--- config.mk ---
export PLATFORM = sky130hd
export DESIGN_NAME = dma_full_address_block_xfer
export DESIGN_NICKNAME = d
export VERILOG_FILES = /design/src/verilog/dma_full_pkg.sv /design/src/verilog/ext_request_sense.sv /design/src/verilog/dma_full_address_block_xfer.sv
export VERILOG_INCLUDE_DIRS = /design/src /design/src/verilog
export SDC_FILE = /design/constraint.sdc
export NUM_CORES = 1
export LEC_CHECK = 0
export CELL_PAD_IN_SITES_DETAIL_PLACEMENT = 0
export CELL_PAD_IN_SITES_GLOBAL_PLACEMENT = 1
export CORE_MARGIN = 3
export CORE_UTILIZATION = 40
export CTS_CLUSTER_DIAMETER = 30
export DETAILED_ROUTE_END_ITERATION = 6
export DONT_BUFFER_PORTS = 1
export HOLD_SLACK_MARGIN = 0.15
export PLACE_DENSITY_LB_ADDON = 0.15
export SETUP_SLACK_MARGIN = 0.4
export SYNTH_ARGS = -nofsm -noshare
export SYNTH_HDL_FRONTEND = slang
export SYNTH_SLANG_ARGS = --single-unit
--- constraint.sdc ---
create_clock -name aclk -period 3.4 [get_ports aclk]
set_clock_uncertainty 0.1 [all_clocks]
set_input_delay 0.68 -clock aclk [delete_from_list [all_inputs] [get_ports aclk]]
set_output_delay 0.68 -clock aclk [all_outputs]
set_load 0.02 [all_outputs]
--- src/verilog/dma_full_consts.svh ---
`ifndef DMA_FULL_CONSTS_SVH
`define DMA_FULL_CONSTS_SVH

// Register byte offsets
`define OFS_SOURCE_ADDRESS_A      8'h00
`define OFS_DESTINATION_ADDRESS_B 8'h04
`define OFS_TRANSFER_COUNT_A      8'h08
`define OFS_BLOCK_COUNT           8'h0C
`define OFS_CHANNEL_CONTROL       8'h10
`define OFS_STATUS                8'h14

// Control register fields
`define CTL_CHANNEL_ENABLE        0
`define CTL_FULL_ADDRESS_ENABLE   1
`define CTL_BLOCK_ENABLE          2
`define CTL_END_IRQ_ENABLE        3
`define CTL_TRANSFER_SIZE         4
`define CTL_SOURCE_STEP_ENABLE    5
`define CTL_SOURCE_STEP_DIR       6
`define CTL_DEST_STEP_ENABLE      7
`define CTL_DEST_STEP_DIR         8
`define CTL_BLOCK_AREA_SELECT     9
`define CTL_BURST                 10
`define CTL_SRC_LSB               11
`define CTL_SRC_MSB               14
`define CTL_SINGLE_ADDRESS        15
`define CTL_CHANNEL_B             16
`define CTL_WIDTH                 17
`define CTL_RESET                 17'h00000

// Status register fields
`define STA_BUSY                  0
`define STA_DONE                  1
`define STA_EDGE_PENDING          2

// Activation source codes
`define SRC_AUTO                  4'h0
`define SRC_EXT_EDGE              4'h1
`define SRC_EXT_LEVEL             4'h2
`define SRC_INT_FIRST             4'h3
`define SRC_INT_LAST              4'hD

// Address steps and counter values
`define STEP_BYTE                 24'h000001
`define STEP_WORD                 24'h000002
`define COUNT_ONE16               16'h0001
`define COUNT_ONE8                8'h01

// AXI responses
`define RESP_OKAY                 2'h0
`define RESP_SLVERR               2'h2

`endif

--- src/verilog/dma_full_pkg.sv ---
package dma_full_pkg;
  typedef enum logic [1:0] {
    ST_IDLE = 2'b01,
    ST_XFER = 2'b10
  } engine_state_t;
endpackage

--- src/verilog/ext_request_sense.sv ---
`timescale 1ns/1ps
`default_nettype none
module ext_request_sense (
  input  wire logic aclk,
  input  wire logic aresetn,
  input  wire logic ext_transfer_request_pin_n,
  output logic      request_low,
  output logic      request_fall
);
  logic sync_first;
  logic sync_second;
  logic sync_prev;

  // Two stages before any logic; pin idles high
  always_ff @(posedge aclk) begin
    if (!aresetn) begin
      sync_first  <= 1'b1;
      sync_second <= 1'b1;
      sync_prev   <= 1'b1;
    end else begin
      sync_first  <= ext_transfer_request_pin_n;
      sync_second <= sync_first;
      sync_prev   <= sync_second;
    end
  end

  assign request_low  = ~sync_second;
  assign request_fall = sync_prev & ~sync_second;
endmodule
`default_nettype wire

--- src/verilog/dma_full_address_block_xfer.sv ---
// Local design decisions: the register addresses and the AXI4-Lite register port.
`timescale 1ns/1ps
`default_nettype none
`include "dma_full_consts.svh"

module dma_full_address_block_xfer #(
  parameter int NUM_IRQ = 11
) (
  input  wire logic               aclk,
  input  wire logic               aresetn,
  input  wire logic [7:0]         s_axi_awaddr,
  input  wire logic               s_axi_awvalid,
  output logic                    s_axi_awready,
  input  wire logic [31:0]        s_axi_wdata,
  input  wire logic [3:0]         s_axi_wstrb,
  input  wire logic               s_axi_wvalid,
  output logic                    s_axi_wready,
  output logic [1:0]              s_axi_bresp,
  output logic                    s_axi_bvalid,
  input  wire logic               s_axi_bready,
  input  wire logic [7:0]         s_axi_araddr,
  input  wire logic               s_axi_arvalid,
  output logic                    s_axi_arready,
  output logic [31:0]             s_axi_rdata,
  output logic [1:0]              s_axi_rresp,
  output logic                    s_axi_rvalid,
  input  wire logic               s_axi_rready,
  input  wire logic [NUM_IRQ-1:0] peripheral_irq,
  input  wire logic               ext_transfer_request_pin_n,
  output logic                    xfer_req,
  output logic [23:0]             xfer_src_addr,
  output logic [23:0]             xfer_dst_addr,
  output logic                    xfer_word,
  output logic                    xfer_single,
  input  wire logic               xfer_ack,
  output logic                    bus_hold,
  output logic                    ext_device_ack_strobe_n,
  output logic                    end_irq_req
);

  ////////////////////////////////////////////////////////////////////////////
  logic [23:0]              source_address_a;
  logic [23:0]              destination_address_b;
  logic [15:0]              transfer_count_a;
  logic [15:0]              block_count;
  logic [`CTL_WIDTH-1:0]    channel_control_reg;
  logic                     done_flag;
  logic [23:0]              block_start;
  logic                     edge_pending;
  logic                     irq_pending;
  logic                     burst_active;
  dma_full_pkg::engine_state_t state;

  logic                     request_low;
  logic                     request_fall;
  logic                     aw_got;
  logic                     w_got;
  logic [7:0]               aw_addr;
  logic [31:0]              w_data;
  logic [3:0]               w_strb;
  logic                     commit;

  logic                     channel_enable_bit;
  logic                     full_address_enable;
  logic                     block_enable_bit;
  logic                     block_area_select;
  logic [3:0]               src_sel;
  logic                     src_auto;
  logic                     src_ext;
  logic                     src_int;
  logic                     normal_mode;
  logic                     block_mode;
  logic                     allowed;
  logic                     int_level;
  logic                     trigger;
  logic [23:0]              next_source;
  logic [23:0]              next_dest;
  logic                     size_last;
  logic                     normal_last;
  logic                     block_last;
  logic                     xfer_end;
  logic                     keep_bus;

  ext_request_sense u_sense (
    .aclk                       (aclk),
    .aresetn                    (aresetn),
    .ext_transfer_request_pin_n (ext_transfer_request_pin_n),
    .request_low                (request_low),
    .request_fall               (request_fall)
  );

  function automatic logic [31:0] merge(input logic [31:0] old, input logic [31:0] val, input logic [3:0] strb);
    logic [31:0] res;
    res = old;
    for (int i = 0; i < 4; i++) begin
      if (strb[i]) begin
        res[8*i +: 8] = val[8*i +: 8];
      end
    end
    return res;
  endfunction

  function automatic logic [23:0] stepped(input logic [23:0] addr, input logic en, input logic down,
                                          input logic word);
    logic [23:0] step;
    step = word ? `STEP_WORD : `STEP_BYTE;
    if (!en) begin
      return addr;
    end
    return down ? addr - step : addr + step;
  endfunction

  ////////////////////////////////////////////////////////////////////////////
  // Mode and source decode
  assign channel_enable_bit  = channel_control_reg[`CTL_CHANNEL_ENABLE];
  assign full_address_enable = channel_control_reg[`CTL_FULL_ADDRESS_ENABLE];
  assign block_enable_bit    = channel_control_reg[`CTL_BLOCK_ENABLE];
  assign block_area_select   = channel_control_reg[`CTL_BLOCK_AREA_SELECT];
  assign src_sel             = channel_control_reg[`CTL_SRC_MSB:`CTL_SRC_LSB];
  assign normal_mode = full_address_enable & ~block_enable_bit;
  assign block_mode  = full_address_enable & block_enable_bit;
  assign src_auto    = (src_sel == `SRC_AUTO);
  assign src_ext     = (src_sel == `SRC_EXT_EDGE) | (src_sel == `SRC_EXT_LEVEL);
  assign src_int     = (src_sel >= `SRC_INT_FIRST) & (src_sel <= `SRC_INT_LAST);
  assign allowed = (src_auto & normal_mode)
                 | (src_ext & (full_address_enable | channel_control_reg[`CTL_CHANNEL_B]))
                 | (src_int & ~normal_mode);
  assign int_level = src_int & peripheral_irq[src_sel - `SRC_INT_FIRST];
  // level keeps requesting, edge consumes a pending flag
  assign trigger = channel_enable_bit & allowed
                 & (src_auto | (src_sel == `SRC_EXT_LEVEL && request_low) | edge_pending | irq_pending);

  ////////////////////////////////////////////////////////////////////////////
  // Counters and address stepping at the end of each transfer
  // independent step per register
  assign next_source = stepped(source_address_a, channel_control_reg[`CTL_SOURCE_STEP_ENABLE],
                               channel_control_reg[`CTL_SOURCE_STEP_DIR], xfer_word);
  assign next_dest   = stepped(destination_address_b, channel_control_reg[`CTL_DEST_STEP_ENABLE],
                               channel_control_reg[`CTL_DEST_STEP_DIR], xfer_word);
  // zero wraps to FFFF and so runs 65,536 times
  assign normal_last = (transfer_count_a == `COUNT_ONE16);
  assign size_last   = (transfer_count_a[7:0] == `COUNT_ONE8);
  assign block_last  = size_last & (block_count == `COUNT_ONE16);
  assign xfer_end    = block_mode ? block_last : normal_last;
  // bus kept inside a block or an auto burst
  assign keep_bus = channel_enable_bit & ~xfer_end
                  & (block_mode ? ~size_last : (src_auto & channel_control_reg[`CTL_BURST]));

  ////////////////////////////////////////////////////////////////////////////
  // Register bus write side
  assign commit = aw_got & w_got & ~s_axi_bvalid;

  always_ff @(posedge aclk) begin
    if (!aresetn) begin
      s_axi_awready <= 1'b0;
      aw_got        <= 1'b0;
      aw_addr       <= 8'h00;
    end else if (s_axi_awvalid && s_axi_awready) begin
      s_axi_awready <= 1'b0;
      aw_got        <= 1'b1;
      aw_addr       <= s_axi_awaddr;
    end else if (commit) begin
      aw_got        <= 1'b0;
    end else if (!aw_got && !s_axi_bvalid) begin
      s_axi_awready <= 1'b1;
    end
  end

  always_ff @(posedge aclk) begin
    if (!aresetn) begin
      s_axi_wready <= 1'b0;
      w_got        <= 1'b0;
      w_data       <= 32'h00000000;
      w_strb       <= 4'h0;
    end else if (s_axi_wvalid && s_axi_wready) begin
      s_axi_wready <= 1'b0;
      w_got        <= 1'b1;
      w_data       <= s_axi_wdata;
      w_strb       <= s_axi_wstrb;
    end else if (commit) begin
      w_got        <= 1'b0;
    end else if (!w_got && !s_axi_bvalid) begin
      s_axi_wready <= 1'b1;
    end
  end

  always_ff @(posedge aclk) begin
    if (!aresetn) begin
      s_axi_bvalid <= 1'b0;
      s_axi_bresp  <= `RESP_OKAY;
    end else if (commit) begin
      s_axi_bvalid <= 1'b1;
      s_axi_bresp  <= (aw_addr > `OFS_STATUS || aw_addr[1:0] != 2'h0) ? `RESP_SLVERR : `RESP_OKAY;
    end else if (s_axi_bready) begin
      s_axi_bvalid <= 1'b0;
    end
  end

  ////////////////////////////////////////////////////////////////////////////
  // Registers: software write wins over hardware update in the same cycle
  always_ff @(posedge aclk) begin
    if (!aresetn) begin
      source_address_a      <= 24'h000000;
      destination_address_b <= 24'h000000;
      transfer_count_a      <= 16'h0000;
      block_count           <= 16'h0000;
      channel_control_reg   <= `CTL_RESET;
    end else if (commit && aw_addr == `OFS_SOURCE_ADDRESS_A) begin
      source_address_a <= 24'(merge({8'h00, source_address_a}, w_data, w_strb));
    end else if (commit && aw_addr == `OFS_DESTINATION_ADDRESS_B) begin
      destination_address_b <= 24'(merge({8'h00, destination_address_b}, w_data, w_strb));
    end else if (commit && aw_addr == `OFS_TRANSFER_COUNT_A) begin
      transfer_count_a <= 16'(merge({16'h0000, transfer_count_a}, w_data, w_strb));
    end else if (commit && aw_addr == `OFS_BLOCK_COUNT) begin
      block_count <= 16'(merge({16'h0000, block_count}, w_data, w_strb));
    end else if (commit && aw_addr == `OFS_CHANNEL_CONTROL) begin
      channel_control_reg <= `CTL_WIDTH'(merge({15'h0000, channel_control_reg}, w_data, w_strb));
    end else if (state == dma_full_pkg::ST_XFER && xfer_ack) begin
      source_address_a      <= next_source;
      destination_address_b <= next_dest;
      if (block_mode) begin
        // size counter reload from hold byte
        transfer_count_a[7:0] <= size_last ? transfer_count_a[15:8] : transfer_count_a[7:0] - 8'h01;
        if (size_last) begin
          block_count <= block_count - 16'h0001;
          if (block_area_select) begin
            source_address_a <= block_start;
          end else begin
            destination_address_b <= block_start;
          end
        end
      end else begin
        transfer_count_a <= transfer_count_a - 16'h0001;
      end
      if (xfer_end) begin
        channel_control_reg[`CTL_CHANNEL_ENABLE] <= 1'b0;
      end
    end
  end

  ////////////////////////////////////////////////////////////////////////////
  // Request latches; a new pin edge wins over the clear when a transfer starts, a new interrupt level does not
  always_ff @(posedge aclk) begin
    if (!aresetn) begin
      edge_pending <= 1'b0;
      irq_pending  <= 1'b0;
    end else begin
      if (!channel_enable_bit) begin
        edge_pending <= 1'b0;
      end else if (request_fall && src_sel == `SRC_EXT_EDGE) begin
        edge_pending <= 1'b1;
      end else if (state == dma_full_pkg::ST_IDLE && trigger) begin
        edge_pending <= 1'b0;
      end
      if (!channel_enable_bit) begin
        irq_pending <= 1'b0;
      end else if (int_level && state == dma_full_pkg::ST_XFER) begin
        irq_pending <= 1'b1;
      end else if (state == dma_full_pkg::ST_IDLE && trigger) begin
        irq_pending <= 1'b0;
      end else if (int_level) begin
        irq_pending <= 1'b1;
      end
    end
  end

  ////////////////////////////////////////////////////////////////////////////
  // Transfer engine
  always_ff @(posedge aclk) begin
    if (!aresetn) begin
      state                   <= dma_full_pkg::ST_IDLE;
      xfer_req                <= 1'b0;
      xfer_word               <= 1'b0;
      xfer_single             <= 1'b0;
      bus_hold                <= 1'b0;
      burst_active            <= 1'b0;
      ext_device_ack_strobe_n <= 1'b1;
      block_start             <= 24'h000000;
    end else begin
      unique case (state)
        dma_full_pkg::ST_IDLE: begin
          if (trigger) begin
            state        <= dma_full_pkg::ST_XFER;
            xfer_req     <= 1'b1;
            bus_hold     <= 1'b1;
            xfer_word    <= channel_control_reg[`CTL_TRANSFER_SIZE];
            xfer_single  <= channel_control_reg[`CTL_SINGLE_ADDRESS];
            burst_active <= block_mode;
            ext_device_ack_strobe_n <= ~channel_control_reg[`CTL_SINGLE_ADDRESS];
            if (block_mode && !burst_active) begin
              block_start <= block_area_select ? source_address_a : destination_address_b;
            end
          end
        end
        dma_full_pkg::ST_XFER: begin
          // a stop only takes effect once the transfer is acknowledged
          if (xfer_ack) begin
            // burst continues without a new request
            if (keep_bus) begin
              xfer_req <= 1'b1;
            end else begin
              state                   <= dma_full_pkg::ST_IDLE;
              xfer_req                <= 1'b0;
              bus_hold                <= 1'b0;
              burst_active            <= 1'b0;
              ext_device_ack_strobe_n <= 1'b1;
            end
          end
        end
      endcase
    end
  end

  assign xfer_src_addr = source_address_a;
  assign xfer_dst_addr = destination_address_b;

  // End request pulse; done flag set beats a software clear
  always_ff @(posedge aclk) begin
    if (!aresetn) begin
      end_irq_req <= 1'b0;
      done_flag   <= 1'b0;
    end else begin
      end_irq_req <= state == dma_full_pkg::ST_XFER && xfer_ack && xfer_end
                     && channel_control_reg[`CTL_END_IRQ_ENABLE];
      if (state == dma_full_pkg::ST_XFER && xfer_ack && xfer_end) begin
        done_flag <= 1'b1;
      end else if (commit && aw_addr == `OFS_STATUS && w_strb[0] && w_data[`STA_DONE]) begin
        done_flag <= 1'b0;
      end
    end
  end

  ////////////////////////////////////////////////////////////////////////////
  // Register bus read side
  always_ff @(posedge aclk) begin
    if (!aresetn) begin
      s_axi_arready <= 1'b0;
      s_axi_rvalid  <= 1'b0;
      s_axi_rdata   <= 32'h00000000;
      s_axi_rresp   <= `RESP_OKAY;
    end else if (s_axi_arvalid && s_axi_arready) begin
      s_axi_arready <= 1'b0;
      s_axi_rvalid  <= 1'b1;
      s_axi_rresp   <= `RESP_OKAY;
      unique case (s_axi_araddr)
        `OFS_SOURCE_ADDRESS_A:      s_axi_rdata <= {8'h00, source_address_a};
        `OFS_DESTINATION_ADDRESS_B: s_axi_rdata <= {8'h00, destination_address_b};
        `OFS_TRANSFER_COUNT_A:      s_axi_rdata <= {16'h0000, transfer_count_a};
        `OFS_BLOCK_COUNT:           s_axi_rdata <= {16'h0000, block_count};
        `OFS_CHANNEL_CONTROL:       s_axi_rdata <= {15'h0000, channel_control_reg};
        `OFS_STATUS:                s_axi_rdata <= {29'h00000000, edge_pending, done_flag,
                                                    state == dma_full_pkg::ST_XFER};
        default: begin
          s_axi_rdata <= 32'h00000000;
          s_axi_rresp <= `RESP_SLVERR;
        end
      endcase
    end else if (s_axi_rvalid && s_axi_rready) begin
      s_axi_rvalid  <= 1'b0;
    end else if (!s_axi_rvalid) begin
      s_axi_arready <= 1'b1;
    end
  end

  logic acked;
  assign acked = state == dma_full_pkg::ST_XFER && xfer_ack && !(commit && aw_addr != `OFS_STATUS);
endmodule
`default_nettype wire

==> results of run 1 <==
==> path summary, 6_finish.rpt <==
path / depth (start not counted) / end / from
max: 13 / xfer_dst_addr[20] / xfer_word
min: 2 / w_data[1] / s_axi_wdata[1]
max reg2reg: 13 / xfer_dst_addr[20] / xfer_word
min reg2reg: 1 / u_sense.sync_second / u_sense.sync_first
==> what timing repair did <==
item	4_1_cts	5_1_grt
hold buffers	42	0
gates resized for setup	5	22
endpoints found under the hold margin	66	0
buffers inserted	0	2
pin swaps	0	11
endpoints found under the setup margin	7	42
==> where the power goes <==
group	internal [mW]	leakage (nW)	switching (mW)
registers	2.43	1.64	0.106
logic	0.132	3.99	0.208
clock network	4.20	1.04	1.72
total	6.76	6.68	2.03
==> kinds of logic after synthesis <==
logic type      share of synthesized area [%]
simple gates                             22.2
compound gates                           27.9
flops                                    30.4
buf+inv                                  5.18
mux                                      5.91
fa+ha+maj                                5.36
xor+xnor                                 3.02
other cells                            0.0281
==> worst max-delay path: stages, from the launching register on <==
cell and delay (ns):
dfxtp_2 0.36, inv_1 0.06, ha_1 0.18, inv_1 0.06, fa_1 0.41, a21oi_2 0.23
o21ai_1 0.14, a211oi_2 0.33, o41ai_4 0.12, a31oi_2 0.17, o21ai_1 0.10, a21o_1 0.19
xnor2_1 0.12, a211oi_1 0.24
==> cell type report <==
class	count	area, sq um	area share, %
Clock buffer	76	1630	9.69
Multi-Input combinational cell	1416	8770	52.0
Sequential cell	203	4070	24.2
Tap cell	442	553	3.28
Clock inverter	39	531	3.15
Antenna cell	1	2.50	0.0149
Inverter	41	156	0.928
Timing Repair Buffer	130	1130	6.72
==> routing by layer <==
layer	track usage (%)	vias to the layer above	routed length (microns)
met4	10.3	2	1740
met1	42.4	6434	24500
met3	8.45	109	5890
met5	1.10	-	54
li1	-	6631	-
met2	40.0	688	21300
==> stage by stage <==
| stage | utilization, % | area [sq um] |
|---|---|---|
| floorplan | - | 13400 |
| finish | 51.5 | 16800 |
| detailed placement | 43.2 | 14100 |
| global route | 51.5 | 16800 |
| global placement | 43.2 | 14100 |
| CTS | 51.2 | 16700 |
==> layout by cell type (no fill, tap or decap), types with 10 or more instances in the layout <==
cell type,n
clkbuf_1,10
mux2_2,11
a22o_1,27
o21a_1,10
o211ai_1,14
a31oi_1,18
xnor2_1,26
bufinv_16,11
a21o_1,28
dlygate4sd3_1,41
and2_1,12
buf_4,84
a211oi_1,68
xor2_1,20
nand3_1,73
clkinv_2,13
and3_1,14
nor2_1,181
ha_1,53
or3_1,10
inv_1,40
mux2i_1,62
nor3_1,49
nand2_1,232
conb_1,10
a21oi_1,197
clkbuf_16,61
nand2b_1,14
dfxtp_1,199
o21ai_0,109
a22oi_1,26
==> metrics.yaml, run 1 <==
timing:
  tightestPinTransition_ns: 0.979
  drv_slew: 0
  hold_ws_ns: 0.174
  fin_ws_ns: 0.450
  rsz0062_at_grt: "yes"
  max_freq_mhz: 339
  finalHoldViolations: 0
  finalSetupTns_ns: 0
  slew-limit-headroom_pct: 34.6
  setup_viol: 0
  period_share_pct: 86.8
  min_period_ns: 2.95
yosys:
  synthCells: 1775
  ys_types: 75
  synthTopCellsByArea: "dfxtp_1 30%, a21oi_1 7.5%, nand2_1 6.5%"
  yosysSeqAreaShare_pct: 30.4
  synth_seq_cells: 203
  yosysWarnings: 0
  synth_top_area_share_pct: 30.4
  synth_area_sq_mm: 0.0134
  synthArstFlopShare_pct: 0
  syn_avg_cell_area_sq_um: 7.52
  synth-edff-count: 0
  synth_common_cells: "232 x nand2_1, 203 x dfxtp_1, 199 x a21oi_1"
  synth_largest_area_cell: "dfxtp_1"
  yosysMostFrequentCell: "nand2_1"
  ys.flop_type: "dfxtp_1"
floorplan:
  dieArea_sq_mm: 0.0356
  die_w_microns: 189
  die_h_microns: 189
  coreArea_sq_mm: 0.0327
  ios: 167
  start_util_pct: 40.8
  fp-row-count: 66
detailed_routing:
  vias: 13864
  wl_per_cell_microns: 22.8
  dr.first_iter.drc_count: 1234
  dr.pass1.iters: 6
  drc_errors: 0
  wl_mm: 53.5
  via_per_inst: 5.90
  ant_nets: 0
layout:
  nets: 1981
  layoutNonFillerInstCount: 2348
  fillers: 3164
  area_delta_synth_final_pct: 26.1
  drive_gt1_share_pct: 13.6
placement:
  place_ws_ns: 0.259
  portBuffers: 0
  dpl.hpwl_mm: 37.6
  dp.cells: 2188
  place.gp.congestion: 0.953
worst_hold_path:
  hold_path.class: "input port to flip-flop"
clock_network:
  cts_tree: "yes"
  root_buffer: "clkbuf_16"
  path_clk_slew_ns: 0.04
  clkSinkCount: 203
  cts_buffers: 61
  h-tree-depth: 2
  insertion_delay_ns: 0.60
  cts_buffer_depth: 3
pwr:
  powerDensity_mw_per_mm2: 522
  ir_worst_vdd_mv: 0.351
  p_total_mw: 8.80
  p_leak_nw: 6.68
critical_path:
  required_ns: 3.78
  cp_max_fo: 4
  cp-start-kind: "flip-flop"
  r2r_slack_ns: 0.45
  path_class: "flip-flop to flip-flop"
  cp_data_arrival_time_ns: 3.33
  end_kind: "flip-flop"
global_route:
  grt.overflow.total: 0
  grt_pass1_vias: 12874
  track_usage_pct: 29.0
  antenna_found_initial: 1
  grt_max_degree: 59
  grt_pass1_wl_mm: 80.0
flow_run:
  max_cap_violations: 0
outcome:
  status: "finished clean"
Power figures use the tool's default switching activity.
==> inputs of run 2 (changes only) <==
- CELL_PAD_IN_SITES_DETAIL_PLACEMENT: 0 -> not set
- CELL_PAD_IN_SITES_GLOBAL_PLACEMENT: 1 -> not set
==> run 2 against run 1 <==
  * Core utilization fell by 0.76 points
  * Combinational power is 6.2% lower
  * Via count rose by 1.0%
  * Critical path depth did not move
  * Hold slack got worse by 0.0077 ns
  * Largest power group unchanged
  * Wire length is 2.1% lower
  * Final cell count down 1.2%
  * Highest routed layer is now met4
==> metrics.yaml, run 2 (same netlist as run 1, synthesis figures left out) <==
outcome:
  status: "finished clean"  # unchanged
critical_path:
  path_buf_inv: 2  # unchanged
  cp_data_arrival_time_ns: 3.33  # about the same
  path_class: "flip-flop to flip-flop"  # unchanged
  crit_family: "compound AO/OA/AOI/OAI gates"  # unchanged
  end_kind: "flip-flop"  # unchanged
  cp-start-kind: "flip-flop"  # unchanged
  required_ns: 3.80  # was 3.78 ns
  rr_endpoint: "xfer_dst_addr[20]"  # unchanged
  r2r_slack_ns: 0.48  # was 0.45 ns
  slowest_delay_ns: 0.41  # about the same
  regToRegStartpoint: "xfer_word"  # unchanged
  r2r_cells: 13  # unchanged
  cp_slowest_cell: "fa_1"  # unchanged
  crit_chain: "inv_1 -> ha_1 -> inv_1 -> fa_1 -> a21oi_2 -> o21ai_1 -> a211oi_2 -> o41ai_4 -> a31oi_2 -> o21ai_1 -> a21o_1 -> xnor2_1 -> a211oi_1"  # unchanged
  cp_max_fo: 4  # unchanged
clock_network:
  cts_buffers: 57  # was 61
  insertion_delay_ns: 0.60  # about the same
  cts_tree: "yes"  # unchanged
  cts_buffer_depth: 3  # unchanged
  root_buffer: "clkbuf_16"  # unchanged
  path_clk_slew_ns: 0.05  # was 0.04 ns
  h-tree-depth: 2  # unchanged
  clkSinkCount: 203  # unchanged
timing:
  min_period_ns: 2.92  # was 2.95 ns
  max_freq_mhz: 342  # was 339 MHz
  period_share_pct: 86.0  # was 86.8%
  tightestPinTransition_ns: 0.947  # was 0.979 ns
  setup_viol: 0  # unchanged
  finalHoldViolations: 0  # unchanged
  drv_slew: 0  # unchanged
  slew-limit-headroom_pct: 36.7  # was 34.6%
  rsz0062_at_grt: "yes"  # unchanged
  finalSetupTns_ns: 0  # unchanged
layout:
  design_area_sq_mm: 0.0166  # was 0.0168 sq mm
  area_delta_synth_final_pct: 24.3  # was 26.1%
  layout_commonest_cell: "nand2_1"  # unchanged
  drive_gt1_share_pct: 13.2  # was 13.6%
  final_cell_mix: "232 x nand2_1, 200 x dfxtp_1, 197 x a21oi_1"  # was 232 x nand2_1, 199 x dfxtp_1, 197 x a21oi_1
  nets: 1957  # was 1,981
  antennaDiodeCount: 0  # was 1
detailed_routing:
  dr.first_iter.drc_count: 1221  # was 1,234
  wl_mm: 52.3  # was 53.5 mm
  vias: 14002  # was 13,864
  drc_errors: 0  # unchanged
  wl_per_cell_microns: 22.6  # was 22.8 microns
  via_per_inst: 6.04  # was 5.90
  dr.pass1.iters: 6  # unchanged
  ant_nets: 0  # unchanged
floorplan:
  die_w_microns: 189  # unchanged
  ios: 167  # unchanged
  die_h_microns: 189  # unchanged
  start_util_pct: 40.8  # unchanged
  fp-row-count: 66  # unchanged
  dieArea_sq_mm: 0.0356  # unchanged
  coreArea_sq_mm: 0.0327  # unchanged
global_route:
  grt_max_degree: 55  # was 59
  track_usage_pct: 28.4  # was 29.0%
  grt.overflow.total: 0  # unchanged
  grt_pass1_vias: 12962  # was 12,874
  antenna_found_initial: 0  # was 1
  grt_pass1_wl_mm: 78.7  # was 80.0 mm
worst_hold_path:
  min_delay_path_depth: 2  # unchanged
  hold_path.class: "input port to flip-flop"  # unchanged
  hold_path_end: "w_data[22]"  # was w_data[1]
  hp-start: "s_axi_wdata[22]"  # was s_axi_wdata[1]
flow_run:
  max_cap_violations: 0  # unchanged
placement:
  place.gp.congestion: 0.959  # was 0.953
  dpl.hpwl_mm: 37.3  # was 37.6 mm
  dpl_cell_area_sq_mm: 0.0141  # about the same
  portBuffers: 0  # unchanged
pwr:
  p_leak_nw: 6.58  # was 6.68 nW
  powerDensity_mw_per_mm2: 515  # was 522 mW/mm^2
  ir_worst_vdd_mv: 0.590  # was 0.351 mV
-- run 2: cell count changes in the layout (fill, tap and decap cells not counted), moves of 3 or more --
cell           delta
dlygate4sd3_1    -13
buf_4            -10
clkbuf_8          +7
clkinvlp_4        -6
inv_6             +6
clkbuf_16         -4
clkbuf_1          -3
-- run 2: per-layer routing --
| metal | part of all wire, % | GRT usage, % |
|---|---|---|
| met5 | 0 | 0 |
| met4 | 3.3 | 9.97 |
| met3 | 9.2 | 7.01 |
| met2 | 41 | 41.0 |
| met1 | 46 | 40.9 |
-- run 2: worst max-delay path by stage --
| stage | start | slack, ns | end | depth (start not counted) |
|---|---|---|---|---|
| after floorplan | xfer_src_addr[0] | 0.45 | xfer_src_addr[22] | 12 |
| after global placement | xfer_word | 0.29 | xfer_dst_addr[20] | 13 |
| after detailed placement | xfer_word | 0.23 | xfer_dst_addr[20] | 13 |
| after CTS | channel_control_reg[8] | 0.41 | xfer_dst_addr[19] | 11 |
| after global routing | xfer_word | 0.36 | xfer_src_addr[16] | 13 |
| final | xfer_word | 0.48 | xfer_dst_addr[20] | 13 |
-- run 2: final cells by class --
| cell class | instances | area (sq um) |
|---|---|---|
| Inverter | 41 | 156 |
| Clock buffer | 76 | 1620 |
| Multi-Input combinational cell | 1416 | 8780 |
| Tap cell | 442 | 553 |
| Timing Repair Buffer | 110 | 978 |
| Clock inverter | 32 | 438 |
| Sequential cell | 203 | 4070 |
| Fill cell | 3219 | 16100 |
-- run 2: timing repair --
action | 4_1_cts | 5_1_grt
buffers inserted | 0 | 4
hold buffers | 29 | 0
pin swaps | 1 | 12
setup endpoints to repair | 7 | 38
gates resized for setup | 6 | 22
endpoints found under the hold margin | 57 | 0
-- run 2: per-stage QoR --
stage	power [mW]	hold slack (ns)	setup WS, ns	std cells	util (%)
after global routing	8.78	0.154	0.356	2320	50.7
after CTS	8.60	0.150	0.405	2316	50.3
after global placement	2.85	0.289	0.291	2179	43.0
final	8.55	0.167	0.476	2320	50.7
after floorplan	2.77	0.286	0.445	1784	-
after detailed placement	2.86	0.291	0.226	2179	43.0
-- run 2: power breakdown --
part | internal, mW | switching [mW] | leakage, nW
Clock | 4.00 | 1.69 | 1.01
Sequential | 2.43 | 0.113 | 1.64
Combinational | 0.122 | 0.198 | 3.92
Total | 6.56 | 2.00 | 6.58
